## config.mk

```make
export PLATFORM = sky130hd
export DESIGN_NAME = cgc_clock_ctrl
export DESIGN_NICKNAME = d
export VERILOG_FILES = /design/src/hdl/cgc_pkg.sv /design/src/hdl/cgc_clock_ctrl.sv /design/src/hdl/cgc_nco.sv
export SDC_FILE = /design/constraint.sdc
export NUM_CORES = 1
export LEC_CHECK = 0
export ABC_CLOCK_PERIOD_IN_PS = 4900
export BUFFER_PORTS_ARGS = -buffer_cell sky130_fd_sc_hd__buf_4
export CAP_MARGIN = 20
export CELL_PAD_IN_SITES_DETAIL_PLACEMENT = 1
export CELL_PAD_IN_SITES_GLOBAL_PLACEMENT = 1
export CORE_ASPECT_RATIO = 1.4
export CORE_UTILIZATION = 42
export DETAILED_ROUTE_END_ITERATION = 10
export PLACE_DENSITY = 0.76
export SKIP_CTS_REPAIR_TIMING = 1
export SYNTH_ARGS = -nofsm -noshare
export SYNTH_HDL_FRONTEND = slang
export SYNTH_HIERARCHICAL = 1
export SYNTH_SLANG_ARGS = --single-unit
```

## constraint.sdc

```tcl
create_clock -name hclk -period 4.9 [get_ports hclk]
set_clock_uncertainty 0.2 [all_clocks]
set_input_delay 0.245 -clock hclk [delete_from_list [all_inputs] [get_ports hclk]]
set_output_delay 0.245 -clock hclk [all_outputs]
set_load 0.02 [all_outputs]
```

## src/hdl/cgc_pkg.sv

```systemverilog
// Package: register map, field layout, reset values and rate tables of the clock generator control
package cgc_pkg;

  // ----------------------------------------------------------------
  // Core clock and timing
  // ----------------------------------------------------------------
  localparam longint unsigned CLK_HZ = 20_000_000;
  localparam int unsigned CLK_PERIOD_NS = 50;
  localparam int unsigned CORE_TICK_NS = 16;
  // One-tick sync delay rounded up to whole core clocks, never below one
  localparam int unsigned SYNC_DELAY_CYC = (CORE_TICK_NS + CLK_PERIOD_NS - 1) / CLK_PERIOD_NS;
  localparam longint unsigned FRAME_HZ = 8_000;

  // ----------------------------------------------------------------
  // Register indices (byte address is four times the index)
  // ----------------------------------------------------------------
  localparam logic [15:0] IDX_OSC_REF_SEL = 16'hd083;
  localparam logic [15:0] IDX_REFPIN_CTRL = 16'hd084;
  localparam logic [15:0] IDX_FAST_BCLK = 16'hd085;
  localparam logic [15:0] IDX_BCLK = 16'hd086;
  localparam logic [15:0] IDX_FSYNC = 16'hd087;
  localparam logic [15:0] IDX_LINE_CLK = 16'hd088;
  localparam logic [15:0] IDX_NONE = 16'h0000;

  // ----------------------------------------------------------------
  // Reset values
  // ----------------------------------------------------------------
  localparam logic [15:0] RST_OSC_REF_SEL = 16'h0000;
  localparam logic [15:0] RST_REFPIN_CTRL = 16'h0003;
  localparam logic [15:0] RST_FAST_BCLK = 16'h0004;
  localparam logic [15:0] RST_BCLK = 16'h000b;
  localparam logic [15:0] RST_FSYNC = 16'h0002;
  localparam logic [15:0] RST_LINE_CLK = 16'h0000;

  // ----------------------------------------------------------------
  // Field positions and largest legal codes
  // ----------------------------------------------------------------
  localparam int REF_EN_BIT = 3;
  localparam int REF_SEL_LSB = 0;
  localparam int PIN_OE_BIT = 3;
  localparam int PIN_DIV_LSB = 0;
  localparam int FBC_EN_BIT = 2;
  localparam int FBC_RATE_LSB = 0;
  localparam int BC_EN_BIT = 3;
  localparam int BC_RATE_LSB = 0;
  localparam int FS_INT_DLY_BIT = 3;
  localparam int FS_EXT_DLY_BIT = 2;
  localparam int FS_EN_BIT = 1;
  localparam int FS_SHORT_BIT = 0;
  localparam int LC_DIS_BIT = 1;
  localparam int LC_RATE_BIT = 0;
  localparam logic [2:0] SEL_MAX = 3'h5;
  localparam logic [2:0] DIV_MAX = 3'h4;
  localparam logic [1:0] FBC_MAX = 2'h2;
  localparam logic [2:0] BC_MAX = 3'h4;
  localparam logic [2:0] DIV_BY_ONE = 3'h4;

  // ----------------------------------------------------------------
  // Source selections and divider ratios
  // ----------------------------------------------------------------
  localparam logic [2:0] SRC_EXT_192 = 3'h0;
  localparam logic [2:0] SRC_EXT_256 = 3'h1;
  localparam logic [2:0] SRC_EXT = 3'h2;
  localparam logic [2:0] SRC_PIN = 3'h3;
  localparam logic [2:0] SRC_PIN_64 = 3'h4;
  localparam logic [2:0] SRC_FSYNC = 3'h5;
  localparam logic [8:0] N_192 = 9'h0c0;
  localparam logic [8:0] N_256 = 9'h100;
  localparam logic [8:0] N_64 = 9'h040;
  localparam logic [8:0] N_4 = 9'h004;
  localparam logic [8:0] N_3 = 9'h003;
  localparam logic [8:0] N_1 = 9'h001;
  // Bit clock rising edges per frame sync pulse
  localparam logic [1:0] FS_SHORT_LEN = 2'h1;
  localparam logic [1:0] FS_LONG_LEN = 2'h3;

  // ----------------------------------------------------------------
  // Output rates in Hz
  // ----------------------------------------------------------------
  localparam longint unsigned F_FBC_0 = 3_072_000;
  localparam longint unsigned F_FBC_1 = 6_144_000;
  localparam longint unsigned F_FBC_2 = 12_288_000;
  localparam longint unsigned F_BC_0 = 384_000;
  localparam longint unsigned F_BC_1 = 768_000;
  localparam longint unsigned F_BC_2 = 1_536_000;
  localparam longint unsigned F_BC_3 = 2_048_000;
  localparam longint unsigned F_BC_4 = 4_096_000;
  localparam longint unsigned F_LC_0 = 7_680_000;
  localparam longint unsigned F_LC_1 = 15_360_000;

  // Phase step of a 32-bit accumulator for a given output rate
  function automatic logic [31:0] nco_step(input longint unsigned f_hz);
    longint unsigned s;
    s = (f_hz << 32) / CLK_HZ;
    return s[31:0];
  endfunction : nco_step

endpackage : cgc_pkg

```

## src/hdl/cgc_clock_ctrl.sv

```systemverilog
// Clock generator control: AHB-Lite registers, reference selection, bit, line and frame sync clocks
`timescale 1ns/10ps

module cgc_clock_ctrl
  import cgc_pkg::*;
(
  // Clock and reset
  input wire logic hclk,
  input wire logic hresetn,
  // AHB-Lite slave
  input wire logic hsel,
  input wire logic [31:0] haddr,
  input wire logic [1:0] htrans,
  input wire logic hwrite,
  input wire logic [2:0] hsize,
  input wire logic [31:0] hwdata,
  input wire logic hready,
  output logic [31:0] hrdata,
  output logic hreadyout,
  output logic hresp,
  // Straps
  input wire logic strap_pcm_master,
  input wire logic strap_internal_src,
  // Reference pins
  input wire logic external_reference_input,
  input wire logic reference_pin_i,
  output logic reference_pin_o,
  output logic reference_pin_oe,
  input wire logic pcm_frame_sync_i,
  // Generated clocks and the latched PCM master strap
  output logic osc_reference,
  output logic fast_pcm_bit_clock,
  output logic pcm_data_bit_clock,
  output logic frame_sync,
  output logic line_clock,
  output logic pcm_pins_master
);

  typedef enum logic [1:0] {FS_IDLE, FS_ARMED, FS_HIGH} cgc_fs_state_t;

  typedef struct packed {
    logic ref_en;
    logic [2:0] ref_sel;
    logic refpin_oe;
    logic [2:0] refpin_div;
    logic [2:0] div_act;
    logic fbc_en;
    logic [1:0] fbc_rate;
    logic bc_en;
    logic [2:0] bc_rate;
    logic fs_en;
    logic fs_short;
    logic ext_dly;
    logic int_dly;
    logic lc_rate;
    logic lc_dis;
    logic wr_pend;
    logic [15:0] waddr;
    logic rd_wait;
    logic [15:0] raddr;
    logic [31:0] hrdata;
    logic hready;
    logic strap_done;
    logic strap_int;
    logic pcm_master;
    logic ext_s;
    logic rin_s;
    logic fsi_s;
    logic [7:0] cnt_pin;
    logic [7:0] cnt_192;
    logic [7:0] cnt_256;
    logic [7:0] cnt_64;
    cgc_fs_state_t fs_st;
    logic fs_short_l;
    logic [1:0] fs_cnt;
    logic fs_late;
    logic fbc_p;
    logic bc_p;
    logic fs_p;
    logic refpin_o;
    logic osc_ref;
    logic fbc_o;
    logic bc_o;
    logic fs_o;
    logic lc_o;
  } cgc_state_t;

  cgc_state_t s_q;
  cgc_state_t s_d;
  logic fbc_clk;
  logic bc_clk;
  logic bc_rise;
  logic lc_clk;
  logic frame_rise;
  logic ext_rise;
  logic rin_rise;
  logic fs_raw;
  logic fs_dly;
  logic fs_sel;
  logic [8:0] pin_n;

  // ----------------------------------------------------------------
  // Helper functions
  // ----------------------------------------------------------------
  // Byte address to register index; anything above the map is unmapped
  function automatic logic [15:0] map_addr(input logic [31:0] a);
    return (a[31:18] == 14'h0) ? a[17:2] : IDX_NONE;
  endfunction : map_addr

  // Edge counting divider: next count
  function automatic logic [7:0] div_next(input logic [7:0] cnt, input logic [8:0] n, input logic edge_in);
    logic [7:0] r;
    r = cnt;
    if (edge_in) begin
      r = ({1'b0, cnt} >= n - 9'h001) ? 8'h00 : cnt + 8'h01;
    end
    return r;
  endfunction : div_next

  // Edge counting divider: output high during the first half of the count
  function automatic logic div_high(input logic [7:0] cnt, input logic [8:0] n);
    return {1'b0, cnt} < (n >> 1);
  endfunction : div_high

  // Pin divider code to ratio
  function automatic logic [8:0] pin_ratio(input logic [2:0] code);
    logic [8:0] r;
    case (code)
      3'h0: r = N_256;
      3'h1: r = N_192;
      3'h2: r = N_4;
      3'h3: r = N_3;
      default: r = N_1;
    endcase
    return r;
  endfunction : pin_ratio

  // Rate code to phase step, one table per clock
  function automatic logic [31:0] fbc_step(input logic [1:0] code);
    case (code)
      2'h1: return nco_step(F_FBC_1);
      2'h2: return nco_step(F_FBC_2);
      default: return nco_step(F_FBC_0);
    endcase
  endfunction : fbc_step

  function automatic logic [31:0] bc_step(input logic [2:0] code);
    case (code)
      3'h0: return nco_step(F_BC_0);
      3'h1: return nco_step(F_BC_1);
      3'h2: return nco_step(F_BC_2);
      3'h4: return nco_step(F_BC_4);
      default: return nco_step(F_BC_3);
    endcase
  endfunction : bc_step

  // Register read value; fields not listed stay zero
  function automatic logic [15:0] rd_value(input logic [15:0] idx, input cgc_state_t s);
    logic [15:0] v;
    v = 16'h0000;
    case (idx)
      IDX_OSC_REF_SEL: begin
        v[REF_EN_BIT] = s.ref_en;
        v[REF_SEL_LSB +: 3] = s.ref_sel;
      end
      IDX_REFPIN_CTRL: begin
        v[PIN_OE_BIT] = s.refpin_oe;
        v[PIN_DIV_LSB +: 3] = s.refpin_div;
      end
      IDX_FAST_BCLK: begin
        v[FBC_EN_BIT] = s.fbc_en;
        v[FBC_RATE_LSB +: 2] = s.fbc_rate;
      end
      IDX_BCLK: begin
        v[BC_EN_BIT] = s.bc_en;
        v[BC_RATE_LSB +: 3] = s.bc_rate;
      end
      IDX_FSYNC: begin
        v[FS_INT_DLY_BIT] = s.int_dly;
        v[FS_EXT_DLY_BIT] = s.ext_dly;
        v[FS_EN_BIT] = s.fs_en;
        v[FS_SHORT_BIT] = s.fs_short;
      end
      IDX_LINE_CLK: begin
        v[LC_DIS_BIT] = s.lc_dis;
        v[LC_RATE_BIT] = s.lc_rate;
      end
      default: v = 16'h0000;
    endcase
    return v;
  endfunction : rd_value

  // ----------------------------------------------------------------
  // Clock sources
  // ----------------------------------------------------------------
  cgc_nco u_fast_bclk (.hclk(hclk), .hresetn(hresetn), .enable(s_q.fbc_en), .step(fbc_step(s_q.fbc_rate)),
                       .clk_out(fbc_clk), .rise());
  cgc_nco u_bclk (.hclk(hclk), .hresetn(hresetn), .enable(s_q.bc_en), .step(bc_step(s_q.bc_rate)),
                  .clk_out(bc_clk), .rise(bc_rise));
  cgc_nco u_line_clk (.hclk(hclk), .hresetn(hresetn), .enable(~s_q.lc_dis),
                      .step(s_q.lc_rate ? nco_step(F_LC_1) : nco_step(F_LC_0)),
                      .clk_out(lc_clk), .rise());
  cgc_nco u_frame (.hclk(hclk), .hresetn(hresetn), .enable(1'b1), .step(nco_step(FRAME_HZ)),
                   .clk_out(), .rise(frame_rise));

  // Edge detects: live pin level against its sample from the last cycle
  assign ext_rise = external_reference_input & ~s_q.ext_s;
  // Rising edge only; a level test here would count every high cycle of the pin
  assign rin_rise = ~s_q.rin_s & ~s_q.refpin_oe & reference_pin_i;
  assign pin_n = pin_ratio(s_q.div_act);
  // Sync raw level and its rising-edge delay option
  assign fs_raw = (s_q.fs_st == FS_HIGH);
  assign fs_dly = s_q.ext_dly | (s_q.int_dly & s_q.strap_int);
  assign fs_sel = fs_dly ? (fs_raw & s_q.fs_late) : fs_raw;

  // ----------------------------------------------------------------
  // Next state
  // ----------------------------------------------------------------
  always_comb begin
    s_d = s_q;
    // Straps are caught once, on the first edge after reset release
    if (!s_q.strap_done) begin
      s_d.strap_done = 1'b1;
      s_d.strap_int = strap_internal_src;
      s_d.pcm_master = strap_pcm_master;
    end
    // Bus address phase; reads take one wait state so a write just before is seen
    s_d.wr_pend = 1'b0;
    if (hsel && htrans[1] && hready) begin
      if (hwrite) begin
        s_d.wr_pend = 1'b1;
        s_d.waddr = map_addr(haddr);
      end else begin
        s_d.rd_wait = 1'b1;
        s_d.raddr = map_addr(haddr);
        s_d.hready = 1'b0;
      end
    end
    if (s_q.rd_wait) begin
      s_d.rd_wait = 1'b0;
      s_d.hready = 1'b1;
      s_d.hrdata = {16'h0000, rd_value(s_q.raddr, s_q)};
    end
    // Write data phase; reserved codes leave the field unchanged
    if (s_q.wr_pend) begin
      case (s_q.waddr)
        IDX_OSC_REF_SEL: begin
          s_d.ref_en = hwdata[REF_EN_BIT];
          if (hwdata[REF_SEL_LSB +: 3] <= SEL_MAX) s_d.ref_sel = hwdata[REF_SEL_LSB +: 3];
        end
        IDX_REFPIN_CTRL: begin
          s_d.refpin_oe = hwdata[PIN_OE_BIT];
          if (hwdata[PIN_DIV_LSB +: 3] <= DIV_MAX) s_d.refpin_div = hwdata[PIN_DIV_LSB +: 3];
        end
        IDX_FAST_BCLK: begin
          s_d.fbc_en = hwdata[FBC_EN_BIT];
          if (hwdata[FBC_RATE_LSB +: 2] <= FBC_MAX) s_d.fbc_rate = hwdata[FBC_RATE_LSB +: 2];
        end
        IDX_BCLK: begin
          s_d.bc_en = hwdata[BC_EN_BIT];
          if (hwdata[BC_RATE_LSB +: 3] <= BC_MAX) s_d.bc_rate = hwdata[BC_RATE_LSB +: 3];
        end
        IDX_FSYNC: begin
          s_d.int_dly = hwdata[FS_INT_DLY_BIT];
          s_d.ext_dly = hwdata[FS_EXT_DLY_BIT];
          s_d.fs_en = hwdata[FS_EN_BIT];
          s_d.fs_short = hwdata[FS_SHORT_BIT];
        end
        IDX_LINE_CLK: begin
          s_d.lc_dis = hwdata[LC_DIS_BIT];
          s_d.lc_rate = hwdata[LC_RATE_BIT];
        end
        default: s_d.wr_pend = s_d.wr_pend;
      endcase
    end
    // Pin samples; the pin only counts as a source while it is an input
    s_d.ext_s = external_reference_input;
    s_d.rin_s = ~s_q.refpin_oe & reference_pin_i;
    s_d.fsi_s = ~s_q.pcm_master & pcm_frame_sync_i;
    // Dividers of the external reference and of the pin input
    s_d.cnt_192 = div_next(s_q.cnt_192, N_192, ext_rise);
    s_d.cnt_256 = div_next(s_q.cnt_256, N_256, ext_rise);
    s_d.cnt_64 = div_next(s_q.cnt_64, N_64, rin_rise);
    s_d.cnt_pin = div_next(s_q.cnt_pin, pin_n, ext_rise);
    // A new pin ratio is adopted only when the count wraps
    if (ext_rise && s_d.cnt_pin == 8'h00) s_d.div_act = s_q.refpin_div;
    // Reference pin driver; follows the new enable so no data stands once the driver is off
    if (!s_d.refpin_oe) begin
      s_d.refpin_o = 1'b0;
    end else if (s_q.div_act == DIV_BY_ONE) begin
      s_d.refpin_o = s_q.ext_s;
    end else begin
      s_d.refpin_o = div_high(s_q.cnt_pin, pin_n);
    end
    // Oscillator reference mux and gate
    case (s_q.ref_sel)
      SRC_EXT_192: s_d.osc_ref = div_high(s_q.cnt_192, N_192);
      SRC_EXT_256: s_d.osc_ref = div_high(s_q.cnt_256, N_256);
      SRC_EXT: s_d.osc_ref = s_q.ext_s;
      SRC_PIN: s_d.osc_ref = s_q.rin_s;
      SRC_PIN_64: s_d.osc_ref = div_high(s_q.cnt_64, N_64);
      SRC_FSYNC: s_d.osc_ref = s_q.fsi_s;
      default: s_d.osc_ref = 1'b0;
    endcase
    s_d.osc_ref = s_d.osc_ref & s_q.ref_en;
    // Frame sync: armed by the frame tick, opened on a bit clock edge
    case (s_q.fs_st)
      FS_IDLE: begin
        if (frame_rise) s_d.fs_st = FS_ARMED;
      end
      FS_ARMED: begin
        if (bc_rise) begin
          s_d.fs_st = FS_HIGH;
          s_d.fs_cnt = 2'h0;
          s_d.fs_short_l = s_q.fs_short;
        end
      end
      FS_HIGH: begin
        if (bc_rise) begin
          s_d.fs_cnt = s_q.fs_cnt + 2'h1;
          if (s_d.fs_cnt == (s_q.fs_short_l ? FS_SHORT_LEN : FS_LONG_LEN)) s_d.fs_st = FS_IDLE;
        end
      end
      default: s_d.fs_st = FS_IDLE;
    endcase
    if (!s_q.fs_en) s_d.fs_st = FS_IDLE;
    s_d.fs_late = fs_raw;
    // Strap bit 0 low adds one core clock to the PCM side clocks
    s_d.fbc_p = fbc_clk;
    s_d.bc_p = bc_clk;
    s_d.fs_p = fs_sel;
    s_d.fbc_o = s_q.strap_int ? fbc_clk : s_q.fbc_p;
    s_d.bc_o = s_q.strap_int ? bc_clk : s_q.bc_p;
    s_d.fs_o = s_q.strap_int ? fs_sel : s_q.fs_p;
    s_d.lc_o = lc_clk;
  end

  // ----------------------------------------------------------------
  // State register
  // ----------------------------------------------------------------
  always_ff @(posedge hclk or negedge hresetn) begin
    if (!hresetn) begin
      s_q <= '0;
      s_q.ref_en <= RST_OSC_REF_SEL[REF_EN_BIT];
      s_q.ref_sel <= RST_OSC_REF_SEL[REF_SEL_LSB +: 3];
      s_q.refpin_oe <= RST_REFPIN_CTRL[PIN_OE_BIT];
      s_q.refpin_div <= RST_REFPIN_CTRL[PIN_DIV_LSB +: 3];
      s_q.div_act <= RST_REFPIN_CTRL[PIN_DIV_LSB +: 3];
      s_q.fbc_en <= RST_FAST_BCLK[FBC_EN_BIT];
      s_q.fbc_rate <= RST_FAST_BCLK[FBC_RATE_LSB +: 2];
      s_q.bc_en <= RST_BCLK[BC_EN_BIT];
      s_q.bc_rate <= RST_BCLK[BC_RATE_LSB +: 3];
      s_q.fs_en <= RST_FSYNC[FS_EN_BIT];
      s_q.fs_short <= RST_FSYNC[FS_SHORT_BIT];
      s_q.lc_rate <= RST_LINE_CLK[LC_RATE_BIT];
      s_q.lc_dis <= RST_LINE_CLK[LC_DIS_BIT];
      s_q.fs_st <= FS_IDLE;
      s_q.hready <= 1'b1;
    end else begin
      s_q <= s_d;
    end
  end

  // Outputs, all straight from the state register
  assign hrdata = s_q.hrdata;
  assign hreadyout = s_q.hready;
  assign hresp = s_q.hrdata[31] & 1'b0;
  assign reference_pin_o = s_q.refpin_o;
  assign reference_pin_oe = s_q.refpin_oe;
  assign osc_reference = s_q.osc_ref;
  assign fast_pcm_bit_clock = s_q.fbc_o;
  assign pcm_data_bit_clock = s_q.bc_o;
  assign frame_sync = s_q.fs_o;
  assign line_clock = s_q.lc_o;
  assign pcm_pins_master = s_q.pcm_master;

  // ----------------------------------------------------------------
  // Assertions
  // ----------------------------------------------------------------
  a_ref_gate_off: assert property (@(posedge hclk) disable iff (!hresetn)
    !s_q.ref_en |=> !osc_reference) else $error("reference passed while disabled");
  a_ref_src_ext: assert property (@(posedge hclk) disable iff (!hresetn)
    (s_q.ref_en && s_q.ref_sel == SRC_EXT) |=> osc_reference == $past(external_reference_input, 2))
    else $error("undivided reference not passed");
  a_pin_in_quiet: assert property (@(posedge hclk) disable iff (!hresetn)
    !reference_pin_oe |-> !reference_pin_o) else $error("pin data while not driving");
  a_fs_held_low: assert property (@(posedge hclk) disable iff (!hresetn)
    !s_q.fs_en [*3] |=> !frame_sync) else $error("frame sync while disabled");
  a_fs_short_end: assert property (@(posedge hclk) disable iff (!hresetn)
    (s_q.fs_st == FS_HIGH && s_q.fs_short_l && bc_rise) |=> s_q.fs_st == FS_IDLE)
    else $error("short sync pulse too long");
  a_fs_long_keep: assert property (@(posedge hclk) disable iff (!hresetn)
    (s_q.fs_en && s_q.fs_st == FS_HIGH && !s_q.fs_short_l && bc_rise && s_q.fs_cnt == 2'h0)
    |=> s_q.fs_st == FS_HIGH) else $error("long sync pulse too short");
  a_fs_rise_delay: assert property (@(posedge hclk) disable iff (!hresetn)
    ((s_q.ext_dly || s_q.int_dly) && s_q.strap_int && fs_raw && !s_q.fs_late) |=> !frame_sync)
    else $error("sync rising edge not delayed");
  a_fs_no_delay: assert property (@(posedge hclk) disable iff (!hresetn)
    (!s_q.ext_dly && !s_q.int_dly && s_q.strap_int && fs_raw && !s_q.fs_late) |=> frame_sync)
    else $error("sync delayed without cause");
  // Strap low: the internal delay bit is ignored, only the strap's one-cycle lag remains
  a_fs_int_gated: assert property (@(posedge hclk) disable iff (!hresetn)
    (!s_q.ext_dly && !s_q.strap_int && fs_raw && !s_q.fs_late) |-> ##2 frame_sync)
    else $error("internal sync delay applied without strap");
  a_rd_upper_zero: assert property (@(posedge hclk) disable iff (!hresetn)
    hrdata[31:4] == 28'h0) else $error("unused read bits not zero");
  a_sel_reserved: assert property (@(posedge hclk) disable iff (!hresetn)
    (s_q.wr_pend && s_q.waddr == IDX_OSC_REF_SEL && hwdata[2:0] > SEL_MAX) |=> $stable(s_q.ref_sel))
    else $error("reserved select code taken");
  a_line_stop: assert property (@(posedge hclk) disable iff (!hresetn)
    s_q.lc_dis [*8] |=> !line_clock) else $error("line clock runs while disabled");

endmodule : cgc_clock_ctrl

```

## src/hdl/cgc_nco.sv

```systemverilog
// Phase accumulator clock source with boundary-aligned enable
`timescale 1ns/10ps
module cgc_nco
  import cgc_pkg::*;
#(
  parameter int W = 32
) (
  // Clock and reset
  input wire logic hclk,
  input wire logic hresetn,
  // Control
  input wire logic enable,
  input wire logic [W-1:0] step,
  // Generated clock and its ungated rising-edge pulse
  output logic clk_out,
  output logic rise
);

  typedef struct packed {
    logic [W-1:0] acc;
    logic run;
    logic out;
    logic rise;
  } cgc_nco_state_t;

  cgc_nco_state_t s_q;
  cgc_nco_state_t s_d;

  // ----------------------------------------------------------------
  // Next state
  // ----------------------------------------------------------------
  // Enable is only sampled in the low half so a pulse is never cut short
  always_comb begin
    s_d = s_q;
    s_d.acc = s_q.acc + step;
    s_d.run = s_d.acc[W-1] ? s_q.run : enable;
    s_d.out = s_d.acc[W-1] & s_d.run;
    s_d.rise = s_d.acc[W-1] & ~s_q.acc[W-1];
  end

  // State register
  always_ff @(posedge hclk or negedge hresetn) begin
    if (!hresetn) begin
      s_q <= '0;
    end else begin
      s_q <= s_d;
    end
  end

  assign clk_out = s_q.out;
  assign rise = s_q.rise;

endmodule : cgc_nco

```

==> results of run 1 <==
through the flow:
stage,cell area [um2],utilization [%]
after floorplan,16730,-
after detailed placement,17400,45.20
after global routing,18900,49.09
after CTS,18390,47.77
final,18900,49.09
after global placement,17400,45.20
layout by cell type, fill, tap and decap left out, types with 14 or more instances in the layout:
master	n
dfrtp_1	242
nand2_1	162
a21oi_1	151
ha_1	146
o21ai_0	106
nor2_1	94
conb_1	87
xnor2_1	80
inv_1	63
buf_4	62
dlygate4sd3_1	49
a21o_1	47
xor2_1	45
nand3_1	39
clkbuf_16	29
o21bai_1	28
nand4_1	26
nor2b_1	23
and3_1	17
o21a_1	16
mux2_2	16
nor4_1	14
o21ai_1	14
registers in the layout, indices dropped and copies added (netlist names), 4 cells and up:
| register | cells |
|---|---|
| u_frame/s_q | 32 |
| hrdata | 4 |
| u_line_clk/s_q | 33 |
| u_fast_bclk/s_q | 33 |
| s_q | 103 |
| u_bclk/s_q | 33 |
area by class of cell:
| type | count | area (um2) |
|---|---|---|
| Clock inverter | 17 | 203.9 |
| Tap cell | 522 | 653.1 |
| Inverter | 63 | 236.5 |
| Timing Repair Buffer | 113 | 985.9 |
| Fill cell | 4385 | 19600 |
| Antenna cell | 1 | 2.502 |
| Multi-Input combinational cell | 1382 | 9713 |
| Sequential cell | 252 | 6319 |
| Clock buffer | 37 | 785.8 |
worst paths after layout:
kind,start,to,cells past startpoint
worst min register to register,u_line_clk/clk_out,line_clock,0
worst max-delay path,s_q[127],u_bclk/s_q[2],14
worst min-delay path,hsel,s_q[102],4
max in group asynchronous,hresetn,u_frame/s_q[15],3
min in group asynchronous,hresetn,u_fast_bclk/s_q[26],2
worst max register to register,s_q[127],u_bclk/s_q[2],14
metal layers:
layer | vias to the layer above | part of all wire (%)
met5 | - | 0
met4 | 0 | 2.8
met3 | 79 | 2.4
met2 | 169 | 55
met1 | 6534 | 40
li1 | 6344 | -
critical path, delay by kind of cell (launching register included):
| kind | cells | cell delay [ns] |
|---|---|---|
| adders and majority gates | 1 | 0.35 |
| DFF | 1 | 0.62 |
| muxes | 1 | 0.31 |
| buffers and inverters | 2 | 0.19 |
| xor gates and xnor gates | 1 | 0.23 |
| AOI/OAI and AO/OA | 6 | 1.45 |
| and+or+nand+nor | 3 | 0.47 |
power by group:
| part | switching (mW) | total [mW] | internal, mW |
|---|---|---|---|
| logic | 3.49 | 6.06 | 2.57 |
| registers | 0.339 | 3.17 | 2.83 |
| clock network | 0.894 | 2.24 | 1.35 |
==> impl_metrics.ini, run 1 <==
[clocking]
clock_sinks = 252
htree_num_levels = 1
clock_path_buffers = 3
clk_latency_ns = 0.57
cts_made_buffers = 29
clk_pin_slew_ns = 0.06
cts_tree = yes
cts_root_buf = clkbuf_16

[floorplanning]
die_h_um = 235.9
initial_utilization_pct = 42.63
core_um2 = 38500
die_width_um = 169.1
row_count = 85
boundaryPins = 121
dieArea_um2 = 39880

[critical_path]
r2r_setup_slack_ns = 0.97
critPathMaxStageDelay_ns = 0.62
critPathSlowestCell = dfstp_2
startpoint_type = flop
worstPathCellList = nor2_1 > nand2_1 > inv_1 > nor2_1 > inv_1 > ha_1 > a21oi_1 > o211ai_1 > a211o_1 > a41o_1 > a21oi_2 > o31ai_4 > xnor2_2 > mux2_4
required_ns = 5.15
worst-path-max-fanout = 8
worstSetupEndpointType = flop
worstSetupPathType = reg2reg
arrival_ns = 4.18

[job]
max-cap-violations = 0

[drt]
wire_per_inst_um = 17.34
drt_pass1_iterations = 4
via_count = 13126
drt_iter0_drc = 453
finalWirelength_um = 41380
viasPerCell = 5.499
ant_nets = 0
drc_errors = 0

[timing]
rsz0062_at_grt = false
tightestPinTransition_ns = 0.9408
fmax_ghz = 0.2543
hold_violations = 0
period_share_pct = 80.25
fin_hold_ws_ns = 0.08318
tns_ns = 0
setup_viol = 0
final_max_slew_viol_count = 0
slew_headroom_pct = 37.28
period_needed_ns = 3.932
fin_ws_ns = 0.9676

[cells_and_area]
final_cells = 2387
synthToLayoutAreaGrowth_pct = 15.16
drive_gt1_share_pct = 11.21
nets = 2070

[global_routing]
grtUsageMet3_pct = 2.047
grt_pass1_wl_um = 67650
gr-usage-met1_pct = 22.16
grt_max_degree = 119
grt_pass1_vias = 14140
grt-busiest-layer = met2
track_usage_pct = 20.38
use_met2_pct = 40.56
grt-ovfl-total = 0
antenna_found_initial = 1

[outcome]
outcome = completed

[placement]
post-dp-hpwl_um = 30010
dp_slack_ns = 0.9669
gp_congestion = 0.8574
numPlacedInstances = 2282
portBuffers = 57

[synth]
synth_area_um2 = 16410
ys_warn_count = 6
synth_cells = 1694
syn_area_per_cell_um2 = 9.688

[pwr]
p_leak_nw = 8.477
vdd_drop_max_mv = 0.4023
p_per_area_nw_per_um2 = 607.1
fin_total_pwr_mw = 11.47

[hold_path]
hold_path.class = in2reg
Power figures use the tool's default switching activity.
==> run 2: changes to the inputs <==
Settings changed: ABC_AREA from default to 1, ABC_CLOCK_PERIOD_IN_PS 4900 to 3300, CORE_UTILIZATION 42 to 41, PLACE_DENSITY 0.76 to 0.81.
Clock period 4.9 ns to 3.3 ns, I/O delays scaled along.
==> impl_metrics.ini, run 2 <==
[clocking]
clk_pin_slew_ns = 0.06
cts_root_buf = clkbuf_16
htree_num_levels = 1
clock_path_buffers = 3
cts_made_buffers = 29
clk_latency_ns = 0.59
cts_tree = yes
clock_sinks = 252

[pwr]
power.internal_mw = 8.669
fin_total_pwr_mw = 15.37
clockPowerShare_pct = 22.7
p_per_area_nw_per_um2 = 759.1
vdd_drop_max_mv = 0.4451
p_sw_mw = 6.703
swShare_pct = 43.61
p_leak_nw = 10.58
power_frac_seq_pct = 28.7
combPwrFrac_pct = 48.6

[critical_path]
startpoint_type = flop
rr_startpoint = s_q[126]
worstSetupPathType = reg2reg
worstSetupEndpointType = flop
r2r_cells = 13
worst-path-max-fanout = 4
required_ns = 3.60
r2r_setup_slack_ns = 0.15
arrival_ns = 3.46
reg2reg_to = u_bclk/s_q[19]

[placement]
dp_slack_ns = 0.2021
dpl-instance-area_um2 = 18920
portBuffers = 57
gp_congestion = 0.8842
post-dp-hpwl_um = 40330
numPlacedInstances = 3055

[cells_and_area]
top_register = s_q
antennaDiodeCount = 0
layout_commonest_cell = nand2_1
final_cell_mix = nand2_1 (637), inv_1 (307), dfrtp_1 (242)
n_fill_cell = 5464
final_cells = 3138
nets = 2798
final_cell_area_um2 = 20250
largest_register_ffs = 103
synthToLayoutAreaGrowth_pct = 14.89
drive_gt1_share_pct = 7.407

[timing]
slew_headroom_pct = 30.40
final_max_slew_viol_count = 0
fin_ws_ns = 0.1457
tns_ns = 0
fin_hold_ws_ns = -0.04693
setup_viol = 0
tightestPinTransition_ns = 1.040
hold_violations = 8
period_needed_ns = 3.154
period_share_pct = 95.58
fmax_ghz = 0.3170

[global_routing]
track_usage_pct = 23.71
grt-ovfl-total = 0
grt_pass1_wl_um = 84090
antenna_found_initial = 0
grt_max_degree = 85
grt_pass1_vias = 17574

[outcome]
violations = hold timing
outcome = complete, but fails checks

[drt]
wire_per_inst_um = 16.75
drc_errors = 0
drt_iter0_drc = 535
via_count = 16494
viasPerCell = 5.256
ant_nets = 0
finalWirelength_um = 52550
drt_pass1_iterations = 5

[job]
max-cap-violations = 0

[floorplanning]
dieArea_um2 = 43830
die_width_um = 177.2
boundaryPins = 121
initial_utilization_pct = 41.65
die_h_um = 247.3
core_um2 = 42320
row_count = 89

[hold_path]
hold_path.class = in2async

[synth]
synth_cells = 2395
ys_warn_count = 6
synth_area_um2 = 17630
syn_area_per_cell_um2 = 7.359
-- run 2: worst max path at each step --
stage,endpoint,slack [ns],start,cells past startpoint
finish,u_bclk/s_q[19],0.15,s_q[126],13
global route,u_bclk/s_q[19],-0.004,s_q[126],13
CTS,u_bclk/s_q[19],0.14,s_q[126],13
detailed placement,u_bclk/s_q[19],0.20,s_q[126],13
global placement,u_bclk/s_q[19],0.26,s_q[126],13
floorplan,u_bclk/s_q[29],0.46,s_q[126],16
-- run 2: through the flow --
step                      hold slack, ns  util (%)
after detailed placement         0.02413     44.71
final                           -0.04693     47.85
after global placement           0.03104     44.71
after CTS                        -0.5890     47.15
after global routing             0.02546     47.85
after floorplan                  -0.3306         -
-- run 2: final cells by class --
cell class | count | area, um2 | share of cell area, %
Clock buffer | 42 | 874.6 | 4.319
Clock inverter | 12 | 157.7 | 0.7785
Inverter | 313 | 1175 | 5.802
Multi-Input combinational cell | 1871 | 10170 | 50.22
Sequential cell | 252 | 6319 | 31.20
Tap cell | 546 | 683.2 | 3.374
Timing Repair Buffer | 102 | 870.8 | 4.301
-- run 2: critical path, cell delays in order, from the launching register on --
cell,delay (ns)
dfstp_2,0.55
inv_1,0.08
nor3_2,0.17
inv_1,0.11
nand2_1,0.09
nor2_1,0.05
ha_1,0.22
fa_1,0.44
nand2_1,0.09
nand3_1,0.08
and2_1,0.23
a21o_1,0.25
a21oi_1,0.35
xnor2_1,0.16
-- run 2: power by group through the flow --
stage / clock network [mW] / logic, mW / registers, mW
4_1_cts: 3.56 / 7.37 / 4.42
3_3_place_gp: 0 / 6.96 / 4.40
5_1_grt: 3.66 / 8.44 / 4.50
3_5_place_dp: 0 / 7.28 / 4.47
2_1_floorplan: 0 / 5.49 / 4.35
6_report: 3.49 / 7.47 / 4.41
-- run 2: per-layer routing --
| layer | global-route usage [%] | vias to the layer above | wire length (um) | share of wire [%] |
|---|---|---|---|---|
| met5 | 0 | - | 0 | 0 |
| met3 | 2.060 | 136 | 1232 | 2.3 |
| li1 | - | 8040 | - | - |
| met1 | 25.12 | 8072 | 20340 | 39 |
| met4 | 11.08 | 0 | 2224 | 4.2 |
| met2 | 46.36 | 246 | 28760 | 55 |
==> run 3: changes to the inputs <==
Settings changed: CAP_MARGIN 20 to 5, REMOVE_ABC_BUFFERS from default to 1, SETUP_SLACK_MARGIN from default to 0.5.
==> impl_metrics.ini, run 3 (synthesis gave the netlist of run 2 again) <==
[outcome]
outcome = complete, but fails checks
violations = hold timing

[timing]
fmax_ghz = 0.3397
rsz0062_at_grt = true
fin_hold_ws_ns = -0.05607
tns_ns = 0
final_max_slew_viol_count = 0
period_needed_ns = 2.944
period_share_pct = 89.20
slew_headroom_pct = 41.83
hold_violations = 29
tightestPinTransition_ns = 0.8693
setup_viol = 0

[drt]
viasPerCell = 5.345
drc_errors = 0
drt_iter0_drc = 581
ant_nets = 0
via_count = 16902
finalWirelength_um = 56550
wire_per_inst_um = 17.88
drt_pass1_iterations = 5

[cells_and_area]
layout_commonest_cell = nand2_1
final_cell_area_um2 = 21120
top_register = s_q
nets = 2819
final_cell_mix = nand2_1 (601), inv_1 (295), dfrtp_1 (238)
seq_area_um2 = 6324
fin_util_pct = 49.92
drive_gt1_share_pct = 13.85
synthToLayoutAreaGrowth_pct = 19.85
multi_input_area_um2 = 10890
largest_register_ffs = 103
n_fill_cell = 5291

[pwr]
p_leak_nw = 10.71
vdd_drop_max_mv = 0.4970
power_frac_seq_pct = 28.7
p_per_area_nw_per_um2 = 734.9
clockPowerShare_pct = 21.7
power.internal_mw = 8.675
combPwrFrac_pct = 49.6
swShare_pct = 44.12
fin_total_pwr_mw = 15.52
p_sw_mw = 6.849

[clocking]
clock_sinks = 252
clk_latency_ns = 0.58
clk_pin_slew_ns = 0.06
clock_path_buffers = 3
cts_root_buf = clkbuf_16
htree_num_levels = 1
cts_made_buffers = 29
cts_tree = yes

[global_routing]
grt_pass1_vias = 17600
track_usage_pct = 23.80
antenna_found_initial = 1
grt-ovfl-total = 0
grt_pass1_wl_um = 84300
grt_max_degree = 73

[critical_path]
critPathSlowestCell = dfstp_2
worstPathCellList = inv_2 > nor3_4 > buf_6 > nor2_4 > buf_4 > ha_4 > nand2_2 > nor2_1 > inv_1 > nor3_1 > nand3_1 > nand3_1 > xor2_1
worstSetupPathType = reg2reg
worstSetupEndpointType = flop
arrival_ns = 3.23
required_ns = 3.58
crit_path_frequent_cell = nand3_1
critPathMaxStageDelay_ns = 0.55
critPathTopFamily = simple AND/OR/NAND/NOR gates
startpoint_type = flop
crit_buf_inv = 4
worst-path-max-fanout = 4

[floorplanning]
dieArea_um2 = 43830
initial_utilization_pct = 41.65
core_um2 = 42320
boundaryPins = 121
row_count = 89
die_h_um = 247.3
die_width_um = 177.2

[placement]
gp_congestion = 0.9384
dpl-instance-area_um2 = 18930
portBuffers = 57
post-dp-hpwl_um = 41190

[job]
max-cap-violations = 0

[hold_path]
hold_path.class = in2async
-- run 3: changes by cell type in the layout (fill, tap and decap cells not counted), sizes merged --
cell / previous run / this run
buf: 73 / 95
clkinv: 7 / 12
clkbuf: 42 / 38
diode: 0 / 3
dlygate4sd3: 29 / 28
inv: 315 / 314
-- run 3: final cells by class --
| cell class | instances | area share, % |
|---|---|---|
| clock inverters | 16 | 0.8233 |
| clock buffers | 38 | 3.832 |
| well taps | 546 | 3.234 |
| diodes | 3 | 0.03554 |
| multi-input cells | 1871 | 51.53 |
| repair buffers | 123 | 5.011 |
| inverters | 313 | 5.597 |
| flip-flops and latches | 252 | 29.94 |
-- run 3: routing by layer --
layer,part of all wire (%),global-route usage (%),wire length [um]
met1,37,24.62,21050
met2,56,47.52,31730
met3,2.2,1.983,1239
met4,4.5,10.70,2519
met5,0,0,0
-- run 3: metrics by stage --
| stage | hold slack (ns) | setup slack [ns] | std cells |
|---|---|---|---|
| after floorplan | -0.3306 | 0.4563 | 2436 |
| after global placement | -0.008021 | 0.1863 | 3055 |
| after detailed placement | -0.008362 | 0.1117 | 3055 |
| after CTS | -0.6227 | 0.08957 | 3109 |
| after global routing | 0.004049 | 0.2465 | 3160 |
| final | -0.05607 | 0.3565 | 3162 |
-- run 3: power groups by stage --
stage / clock network [mW] / logic [mW] / registers (mW)
final: 3.37 / 7.70 / 4.45
after global routing: 3.55 / 8.68 / 4.53
after CTS: 3.46 / 7.43 / 4.43
after detailed placement: 0 / 7.36 / 4.47
after global placement: 0 / 7.01 / 4.41
after floorplan: 0 / 5.46 / 4.35
-- run 3: worst paths after layout --
kind / from / cells past startpoint / end / slack [ns]
max in group asynchronous: hresetn / 3 / u_fast_bclk/s_q[24] / 2.02
max: s_q[126] / 13 / u_bclk/s_q[20] / 0.36
max reg2reg: s_q[126] / 13 / u_bclk/s_q[20] / 0.36
min reg2reg: u_line_clk/clk_out / 0 / line_clock / 0.15
min in group hclk: external_reference_input / 2 / s_q[49] / 0.07
min: hresetn / 2 / u_line_clk/s_q[27] / -0.06
